[src/cmit_pkg.sv]
// Constants for the compare match interval timer: register map,
// field positions, reset values and prescaler masks.
// Assumes a 32-bit AXI4-Lite register bus with 12 decoded address bits.
package cmit_pkg;

  // Printed register offsets, kept as register indices
  localparam logic [31:0] START_IDX = 32'hA4002070;
  localparam logic [31:0] CTRL_IDX  = 32'hA4002072;
  localparam logic [31:0] COUNT_IDX = 32'hA4002074;
  localparam logic [31:0] CONST_IDX = 32'hA4002076;

  // Byte addresses: four times the index, low 12 bits decoded
  localparam logic [11:0] START_ADDR = {START_IDX[9:0], 2'b00};
  localparam logic [11:0] CTRL_ADDR  = {CTRL_IDX[9:0], 2'b00};
  localparam logic [11:0] COUNT_ADDR = {COUNT_IDX[9:0], 2'b00};
  localparam logic [11:0] CONST_ADDR = {CONST_IDX[9:0], 2'b00};
  localparam logic [11:0] IRQ_STAT_ADDR = 12'h1E0;
  localparam logic [11:0] IRQ_MASK_ADDR = 12'h1E4;

  // Field positions
  localparam int RUN_BIT  = 0;
  localparam int FLAG_BIT = 7;
  localparam int REQ_LO   = 4;
  localparam int DIV_LO   = 0;

  // Writable bits of the control/status register (flag excluded)
  localparam logic [15:0] CTRL_WMASK  = 16'h0033;
  localparam logic [15:0] START_WMASK = 16'h0001;

  // Values after reset
  localparam logic [15:0] START_RST = 16'h0000;
  localparam logic [15:0] CTRL_RST  = 16'h0000;
  localparam logic [15:0] COUNT_RST = 16'h0000;
  localparam logic [15:0] CONST_RST = 16'hFFFF;
  localparam logic [15:0] ZERO16    = 16'h0000;

  // Request select codes
  localparam logic [1:0] REQ_NONE = 2'h0;
  localparam logic [1:0] REQ_DMA  = 2'h1;
  localparam logic [1:0] REQ_IRQ  = 2'h2;

  // Prescaler masks: tick when all masked bits are one
  localparam logic [5:0] DIV4_MASK  = 6'h03;
  localparam logic [5:0] DIV8_MASK  = 6'h07;
  localparam logic [5:0] DIV16_MASK = 6'h0F;
  localparam logic [5:0] DIV64_MASK = 6'h3F;

  // Bus responses
  localparam logic [1:0] RESP_OKAY   = 2'h0;
  localparam logic [1:0] RESP_SLVERR = 2'h2;

endpackage : cmit_pkg

[src/cmit_timer.sv]
// Compare match interval timer: prescaler, 16-bit up-counter, match
// flag, DMA and interrupt requests, AXI4-Lite register slave.
// Assumes one clock; DMA acknowledge and clock stop come from logic
// on the same clock. Standby is not seen here, so state is kept.
// Operation
// 16-bit up-counter, one step per tick
// divider select gives /4, /8, /16, /64
// run bit stops or starts counting
// match clears counter, sets flag, continues
// match acts on the tick after equality
// request select: none, DMA, interrupt, reserved
// DMA acknowledge drops request, keeps flag
// interrupt request holds until flag cleared
// flag clears by zero after read one
// reserved bits read zero
// reset values zero, constant all ones
// standby keeps every timer register
// constant register fully read/write interval
// stopped clock supply halts all activity; here only the prescaler and counter halt, bus and request outputs keep working
// counter write beats increment and clear
`timescale 1ns/1ps
module cmit_timer
  import cmit_pkg::*;
#(
  parameter int ADDR_W = 12                    // Address width; low 12 bits decoded
) (
  input  wire logic              ref_clk_i,     // 20 MHz clock
  input  wire logic              rst_b_i,       // Async reset, low
  input  wire logic [ADDR_W-1:0] s_axi_awaddr,  // Write address
  input  wire logic              s_axi_awvalid, // Write address valid
  output logic                   s_axi_awready, // Write address ready
  input  wire logic [31:0]       s_axi_wdata,   // Write data
  input  wire logic [3:0]        s_axi_wstrb,   // Write byte lanes
  input  wire logic              s_axi_wvalid,  // Write data valid
  output logic                   s_axi_wready,  // Write data ready
  output logic [1:0]             s_axi_bresp,   // Write response
  output logic                   s_axi_bvalid,  // Write response valid
  input  wire logic              s_axi_bready,  // Write response ready
  input  wire logic [ADDR_W-1:0] s_axi_araddr,  // Read address
  input  wire logic              s_axi_arvalid, // Read address valid
  output logic                   s_axi_arready, // Read address ready
  output logic [31:0]            s_axi_rdata,   // Read data
  output logic [1:0]             s_axi_rresp,   // Read response
  output logic                   s_axi_rvalid,  // Read data valid
  input  wire logic              s_axi_rready,  // Read data ready
  input  wire logic              clk_stop_i,    // Halts timer activity
  input  wire logic              dma_ack_i,     // DMA controller accepts
  output logic                   dma_req_o,     // DMA transfer request
  output logic                   match_irq_o,   // Match interrupt request
  output logic                   irq_o          // Masked event interrupt
);

  // Refuse address widths that cannot hold the map
  if (ADDR_W < 12) begin : g_chk
    $error("cmit_timer: ADDR_W must be at least 12");
  end

  // Register state
  logic        run;
  logic [1:0]  req_sel;
  logic [1:0]  div_sel;
  logic        match_flag;
  logic        clr_armed;
  logic [15:0] count;
  logic [15:0] cnst;
  logic [5:0]  presc;
  logic        evt_stat;
  logic        evt_mask;

  // Write channel holding state
  logic              aw_full;
  logic              w_full;
  logic [ADDR_W-1:0] aw_addr;
  logic [31:0]       w_data;
  logic [3:0]        w_strb;

  // Byte-lane merge of a write into a 16-bit register
  function automatic logic [15:0] merge16(input logic [15:0] old,
                                          input logic [31:0] data,
                                          input logic [3:0]  strb);
    logic [15:0] res;
    res = old;
    if (strb[0]) begin
      res[7:0] = data[7:0];
    end
    if (strb[1]) begin
      res[15:8] = data[15:8];
    end
    return res;
  endfunction : merge16

  // Write decode: one write commits when address and data are both held
  logic        do_write;
  logic        wr_start;
  logic        wr_ctrl;
  logic        wr_count;
  logic        wr_const;
  logic        wr_stat;
  logic        wr_mask;
  logic        wr_hit;
  logic [11:0] wa;

  always_comb begin
    do_write = aw_full && w_full && !s_axi_bvalid;
    wa       = aw_addr[11:0];
    wr_start = 1'b0;
    wr_ctrl  = 1'b0;
    wr_count = 1'b0;
    wr_const = 1'b0;
    wr_stat  = 1'b0;
    wr_mask  = 1'b0;
    wr_hit   = 1'b1;
    if (wa == START_ADDR) begin
      wr_start = do_write;
    end else if (wa == CTRL_ADDR) begin
      wr_ctrl = do_write;
    end else if (wa == COUNT_ADDR) begin
      wr_count = do_write;
    end else if (wa == CONST_ADDR) begin
      wr_const = do_write;
    end else if (wa == IRQ_STAT_ADDR) begin
      wr_stat = do_write;
    end else if (wa == IRQ_MASK_ADDR) begin
      wr_mask = do_write;
    end else begin
      wr_hit = 1'b0;
    end
  end

  // Prescaler tick for the selected division
  logic [5:0] div_mask;
  logic       active;
  logic       tick;
  logic       match;

  always_comb begin
    case (div_sel)
      2'h0:    div_mask = DIV4_MASK;
      2'h1:    div_mask = DIV8_MASK;
      2'h2:    div_mask = DIV16_MASK;
      default: div_mask = DIV64_MASK;
    endcase
    active = run && !clk_stop_i;
    tick   = active && ((presc & div_mask) == div_mask);
    match  = tick && (count == cnst);
  end

  // Prescaler: held at zero while stopped, frozen while clock halted
  always_ff @(posedge ref_clk_i or negedge rst_b_i) begin
    if (!rst_b_i) begin
      presc <= 6'h00;
    end else if (!run) begin
      presc <= 6'h00;
    end else if (!clk_stop_i) begin
      presc <= presc + 6'h01;
    end
  end

  // Start register
  always_ff @(posedge ref_clk_i or negedge rst_b_i) begin
    if (!rst_b_i) begin
      run <= START_RST[RUN_BIT];
    end else if (wr_start && w_strb[0]) begin
      run <= w_data[RUN_BIT];
    end
  end

  // Control fields: request and divider select
  always_ff @(posedge ref_clk_i or negedge rst_b_i) begin
    if (!rst_b_i) begin
      req_sel <= CTRL_RST[REQ_LO +: 2];
      div_sel <= CTRL_RST[DIV_LO +: 2];
    end else if (wr_ctrl && w_strb[0]) begin
      req_sel <= w_data[REQ_LO +: 2];
      div_sel <= w_data[DIV_LO +: 2];
    end
  end

  // Counter: bus write first, then match clear, then increment
  always_ff @(posedge ref_clk_i or negedge rst_b_i) begin
    if (!rst_b_i) begin
      count <= COUNT_RST;
    end else if (wr_count) begin
      count <= merge16(count, w_data, w_strb);
    end else if (match) begin
      count <= ZERO16;
    end else if (tick) begin
      count <= count + 16'h0001;
    end
  end

  // Match constant
  always_ff @(posedge ref_clk_i or negedge rst_b_i) begin
    if (!rst_b_i) begin
      cnst <= CONST_RST;
    end else if (wr_const) begin
      cnst <= merge16(cnst, w_data, w_strb);
    end
  end

  // Read of the control register with flag high arms the clear
  logic rd_take;
  logic rd_ctrl;

  always_ff @(posedge ref_clk_i or negedge rst_b_i) begin
    if (!rst_b_i) begin
      clr_armed <= 1'b0;
    end else if (wr_ctrl) begin
      clr_armed <= 1'b0;
    end else if (rd_take && rd_ctrl && match_flag) begin
      clr_armed <= 1'b1;
    end
  end

  // Match flag: set wins over a clear in the same cycle
  logic flag_clr;
  assign flag_clr = wr_ctrl && w_strb[0] && !w_data[FLAG_BIT] && clr_armed;

  always_ff @(posedge ref_clk_i or negedge rst_b_i) begin
    if (!rst_b_i) begin
      match_flag <= CTRL_RST[FLAG_BIT];
    end else if (match) begin
      match_flag <= 1'b1;
    end else if (flag_clr) begin
      match_flag <= 1'b0;
    end
  end

  // DMA request: raised on match, dropped on acceptance
  always_ff @(posedge ref_clk_i or negedge rst_b_i) begin
    if (!rst_b_i) begin
      dma_req_o <= 1'b0;
    end else if (match && req_sel == REQ_DMA) begin
      dma_req_o <= 1'b1;
    end else if (dma_ack_i) begin
      dma_req_o <= 1'b0;
    end
  end

  // Match interrupt follows the flag while interrupt requests selected
  always_ff @(posedge ref_clk_i or negedge rst_b_i) begin
    if (!rst_b_i) begin
      match_irq_o <= 1'b0;
    end else begin
      match_irq_o <= match_flag && (req_sel == REQ_IRQ);
    end
  end

  // Sticky event status, write one to clear, set wins
  always_ff @(posedge ref_clk_i or negedge rst_b_i) begin
    if (!rst_b_i) begin
      evt_stat <= 1'b0;
    end else if (match) begin
      evt_stat <= 1'b1;
    end else if (wr_stat && w_strb[0] && w_data[0]) begin
      evt_stat <= 1'b0;
    end
  end

  // Event mask
  always_ff @(posedge ref_clk_i or negedge rst_b_i) begin
    if (!rst_b_i) begin
      evt_mask <= 1'b0;
    end else if (wr_mask && w_strb[0]) begin
      evt_mask <= w_data[0];
    end
  end

  // Masked event interrupt
  always_ff @(posedge ref_clk_i or negedge rst_b_i) begin
    if (!rst_b_i) begin
      irq_o <= 1'b0;
    end else begin
      irq_o <= evt_stat && evt_mask;
    end
  end

  // Write address and data channels, taken in either order
  always_ff @(posedge ref_clk_i or negedge rst_b_i) begin
    if (!rst_b_i) begin
      aw_full       <= 1'b0;
      aw_addr       <= '0;
      s_axi_awready <= 1'b1;
    end else if (s_axi_awvalid && s_axi_awready) begin
      aw_full       <= 1'b1;
      aw_addr       <= s_axi_awaddr;
      s_axi_awready <= 1'b0;
    end else if (do_write) begin
      aw_full <= 1'b0;
    end else if (s_axi_bvalid && s_axi_bready) begin
      s_axi_awready <= 1'b1;
    end
  end

  always_ff @(posedge ref_clk_i or negedge rst_b_i) begin
    if (!rst_b_i) begin
      w_full       <= 1'b0;
      w_data       <= 32'h00000000;
      w_strb       <= 4'h0;
      s_axi_wready <= 1'b1;
    end else if (s_axi_wvalid && s_axi_wready) begin
      w_full       <= 1'b1;
      w_data       <= s_axi_wdata;
      w_strb       <= s_axi_wstrb;
      s_axi_wready <= 1'b0;
    end else if (do_write) begin
      w_full <= 1'b0;
    end else if (s_axi_bvalid && s_axi_bready) begin
      s_axi_wready <= 1'b1;
    end
  end

  // Write response
  always_ff @(posedge ref_clk_i or negedge rst_b_i) begin
    if (!rst_b_i) begin
      s_axi_bvalid <= 1'b0;
      s_axi_bresp  <= RESP_OKAY;
    end else if (do_write) begin
      s_axi_bvalid <= 1'b1;
      s_axi_bresp  <= wr_hit ? RESP_OKAY : RESP_SLVERR;
    end else if (s_axi_bready) begin
      s_axi_bvalid <= 1'b0;
    end
  end

  // Read decode; reserved bits read as zero
  logic [31:0] rd_val;
  logic        rd_hit;
  logic [11:0] ra;

  always_comb begin
    rd_take = s_axi_arvalid && s_axi_arready;
    ra      = s_axi_araddr[11:0];
    rd_val  = 32'h00000000;
    rd_hit  = 1'b1;
    rd_ctrl = 1'b0;
    if (ra == START_ADDR) begin
      rd_val[RUN_BIT] = run;
    end else if (ra == CTRL_ADDR) begin
      rd_ctrl             = 1'b1;
      rd_val[FLAG_BIT]    = match_flag;
      rd_val[REQ_LO +: 2] = req_sel;
      rd_val[DIV_LO +: 2] = div_sel;
    end else if (ra == COUNT_ADDR) begin
      rd_val[15:0] = count;
    end else if (ra == CONST_ADDR) begin
      rd_val[15:0] = cnst;
    end else if (ra == IRQ_STAT_ADDR) begin
      rd_val[0] = evt_stat;
    end else if (ra == IRQ_MASK_ADDR) begin
      rd_val[0] = evt_mask;
    end else begin
      rd_hit = 1'b0;
    end
  end

  // Read channel: answer one cycle after the address is taken
  always_ff @(posedge ref_clk_i or negedge rst_b_i) begin
    if (!rst_b_i) begin
      s_axi_arready <= 1'b1;
      s_axi_rvalid  <= 1'b0;
      s_axi_rdata   <= 32'h00000000;
      s_axi_rresp   <= RESP_OKAY;
    end else if (rd_take) begin
      s_axi_arready <= 1'b0;
      s_axi_rvalid  <= 1'b1;
      s_axi_rdata   <= rd_val;
      s_axi_rresp   <= rd_hit ? RESP_OKAY : RESP_SLVERR;
    end else if (s_axi_rvalid && s_axi_rready) begin
      s_axi_rvalid  <= 1'b0;
      s_axi_arready <= 1'b1;
    end
  end

  // No standby input exists: registers only change by reset, bus, counting or DMA acknowledge

endmodule : cmit_timer

[config.mk]
export PLATFORM = sky130hd
export DESIGN_NAME = cmit_timer
export DESIGN_NICKNAME = d
export VERILOG_FILES = /design/src/cmit_pkg.sv /design/src/cmit_timer.sv
export SDC_FILE = /design/constraint.sdc
export NUM_CORES = 1
export LEC_CHECK = 0
export BUFFER_PORTS_ARGS = -buffer_cell sky130_fd_sc_hd__buf_2
export CORE_UTILIZATION = 45
export CTS_CLUSTER_DIAMETER = 150
export CTS_CLUSTER_SIZE = 28
export DETAILED_ROUTE_END_ITERATION = 6
export PLACE_DENSITY_LB_ADDON = 0.12
export SLEW_MARGIN = 20
export SYNTH_ARGS = -nofsm -noshare
export SYNTH_HDL_FRONTEND = slang
export SYNTH_SLANG_ARGS = --single-unit
[constraint.sdc]
create_clock -name ref_clk_i -period 2 [get_ports ref_clk_i]
set_input_delay 0.5 -clock ref_clk_i [delete_from_list [all_inputs] [get_ports ref_clk_i]]
set_output_delay 0.5 -clock ref_clk_i [all_outputs]
set_load 0.005 [all_outputs]
==> metrics.cfg <==
[timing]
setup_ws_ns = -0.0561
min_period_over_period_pct = 103
hold_viol_final = 0
hold_ws_ns = 0.103
max_slew_margin_pct = 66.4
maxSlewViolCount = 0
skew_ns = 0.00724
rsz0062_at_grt = true
setup_tns_ns = -0.0996
worstMarginPinSlew_ns = 0.502
finalSetupViolations = 4
max_freq_ghz = 0.486
fin_crit_ns = 2.06

[synthesis]
yosysSeqAreaShare_pct = 49.3
syn_area_um2 = 5380
ys_async_sr_fraction_pct = 100
syn_inst = 490
yosysWarnings = 0
synth_ff_type = dfrtp_1
ys_ff_latch = 105
yosysUniqueCellTypes = 63
synth_enable_flop_cells = 0
syn_area_per_cell_um2 = 11.0

[clock_network]
clkSinkCount = 105
clock_latency_ns = 0.35
cts_buffer_depth = 2
cts_buffers = 9
clk_pin_slew_ns = 0.07
h-tree-depth = 3
postCtsHoldBufs = 0
cts_tree = built
cts_root_buf = clkbuf_16

[detailed_routing]
drtIter0Drc = 178
final_antenna_net_count = 0
wl_per_cell_um = 16.3
viasPerCell = 5.35
vias = 4037
dr.pass1.iters = 6
drc = 27
drt-total-wl_mm = 12.3

[power_and_ir_drop]
p_int_mw = 4.03
pwr-share-comb_pct = 21.0
seqPwrFrac_pct = 50.8
swShare_pct = 29.3
p_switching_mw = 1.68
pwr-share-clk_pct = 28.2
peakVddDrop_mv = 0.615
p_leak_nw = 3.07
power_density_nw_per_um2 = 866

[flow_run]
cap_viol_max_count = 0

[place]
place_area_um2 = 6130
dp_hpwl_mm = 9.08
place.gp.congestion = 0.842
dpl.cell_count = 730
portBuffers = 76

[setup_path]
path_class = flop to flop
required_ns = 2.23
crit_path_max_fanout = 5
worst_r2r_path_depth = 8
cp_data_arrival_time_ns = 2.29
rrSetupSlack_ns = -0.06
r2r-start = cnst[15]
cp-end-kind = flop
critPathLaunchType = flop
reg2reg_to = count[6]

[die]
core_area_um2 = 11500
die_h_um = 111
die_x_um = 111
initial_core_util_pct = 46.7
rows = 39
dieArea_um2 = 12400
io_pins = 113

[layout]
area.growth.synth_to_final_pct = 22.6
drive_gt1_share_pct = 40.4
final_common_cell = dfrtp_1
fin_util_pct = 57.2
final_cells = 754
layout_common_cells = dfrtp_1, buf_2, mux2_2, buf_4, nand2_1
fin_nets = 677
design_area_um2 = 6590
diodes = 0

[status]
status = finished, violations left
violations = design-rule violations, negative setup slack

[min_path]
hold_class = input port to async pin

[global_route]
grt_max_degree = 34
grt_pass1_vias = 3973
grt_usage_pct = 20.9
grt_overflow_total = 0
grt_pass1_wl_mm = 20.1
antenna_found_initial = 0

==> per-layer routing <==
metal	part of all wire [%]	vias up	track usage [%]
li1	-	1947	-
met5	0	-	0
met4	1.8	0	8.20
met2	47	112	33.8
met1	46	1959	27.8
met3	5.3	19	3.88
==> worst max-delay path: stages (launching register included) <==
cell,delay [ns]
dfstp_2,0.56
xnor2_2,0.11
nand4_1,0.22
nor4_4,0.36
buf_4,0.19
buf_8,0.12
nor4b_2,0.05
a211oi_1,0.25
a21oi_1,0.07
==> how the worst max path moves through the flow <==
stage | from | end | slack, ns | depth (start not counted)
finish | cnst[15] | count[6] | -0.06 | 8
global route | cnst[15] | count[6] | -0.09 | 8
CTS | aw_addr[1] | cnst[9] | -0.01 | 5
detailed placement | s_axi_araddr[9] | clr_armed | -0.06 | 6
global placement | cnst[2] | count[12] | -0.06 | 7
floorplan | s_axi_araddr[9] | s_axi_rdata[10] | 0.17 | 5
==> layout make-up <==
| class | count | area (um2) |
|---|---|---|
| inverters | 13 | 48.8 |
| repair buffers | 131 | 866 |
| flip-flops and latches | 105 | 2650 |
| clock inverters | 6 | 33.8 |
| well taps | 143 | 179 |
| multi-input cells | 346 | 2580 |
| fillers | 1033 | 4930 |
| clock buffers | 10 | 229 |
==> synthesized netlist by cell type, types with 8 or more instances <==
master	n	share of area, %
dfrtp_1	86	40
mux2_2	49	10
nand2_1	48	3.4
mux2i_1	30	5.6
buf_4	22	3.1
o21ai_0	20	1.9
a21oi_1	19	1.8
dfstp_2	19	9.3
xnor2_1	19	3.1
o21ai_1	17	1.6
nand4_1	14	1.6
nor2_1	14	0.98
inv_1	13	0.91
buf_2	9	0.84
nand3_1	9	0.84
clkbuf_1	8	0.56
==> state kept, by name (all words and copies together) (netlist names), 2 cells and up <==
register,count
cnst,16
count,16
s_axi_rdata,16
w_data,16
aw_addr,12
presc,6
div_sel,2
req_sel,2
w_strb,2
==> cell families after synthesis <==
group	count (synthesis)	share of synthesized area, %
buffers and inverters	56	5.82
muxes	84	16.9
DFF	105	49.3
xor gates and xnor gates	20	3.26
and+or+nand+nor	139	14.5
other	1	0.0697
AOI/OAI and AO/OA	83	9.66
adders and majority gates	2	0.465
==> metrics by stage <==
step	total power, mW	worst slack [ns]
after floorplan	3.61	0.168
after global placement	4.06	-0.0576
final	5.71	-0.0561
after detailed placement	4.11	-0.0594
after global routing	6.01	-0.0950
after CTS	5.73	-0.0135
==> repair_timing <==
item / CTS / global route
resized for setup: 3 / 25
endpoints found under the setup margin: 10 / 31
gates cloned: 0 / 2
hold endpoints to repair: 0 / 0
pin swaps: 0 / 7
buffers inserted: 0 / 6
==> power groups by stage <==
stage / Combinational (mW) / Sequential [mW] / Clock [mW]
floorplan: 0.812 / 2.80 / 0
global placement: 1.16 / 2.89 / 0
detailed placement: 1.19 / 2.92 / 0
CTS: 1.20 / 2.88 / 1.65
global route: 1.33 / 2.95 / 1.73
finish: 1.20 / 2.90 / 1.61
Power figures use the tool's default switching activity.
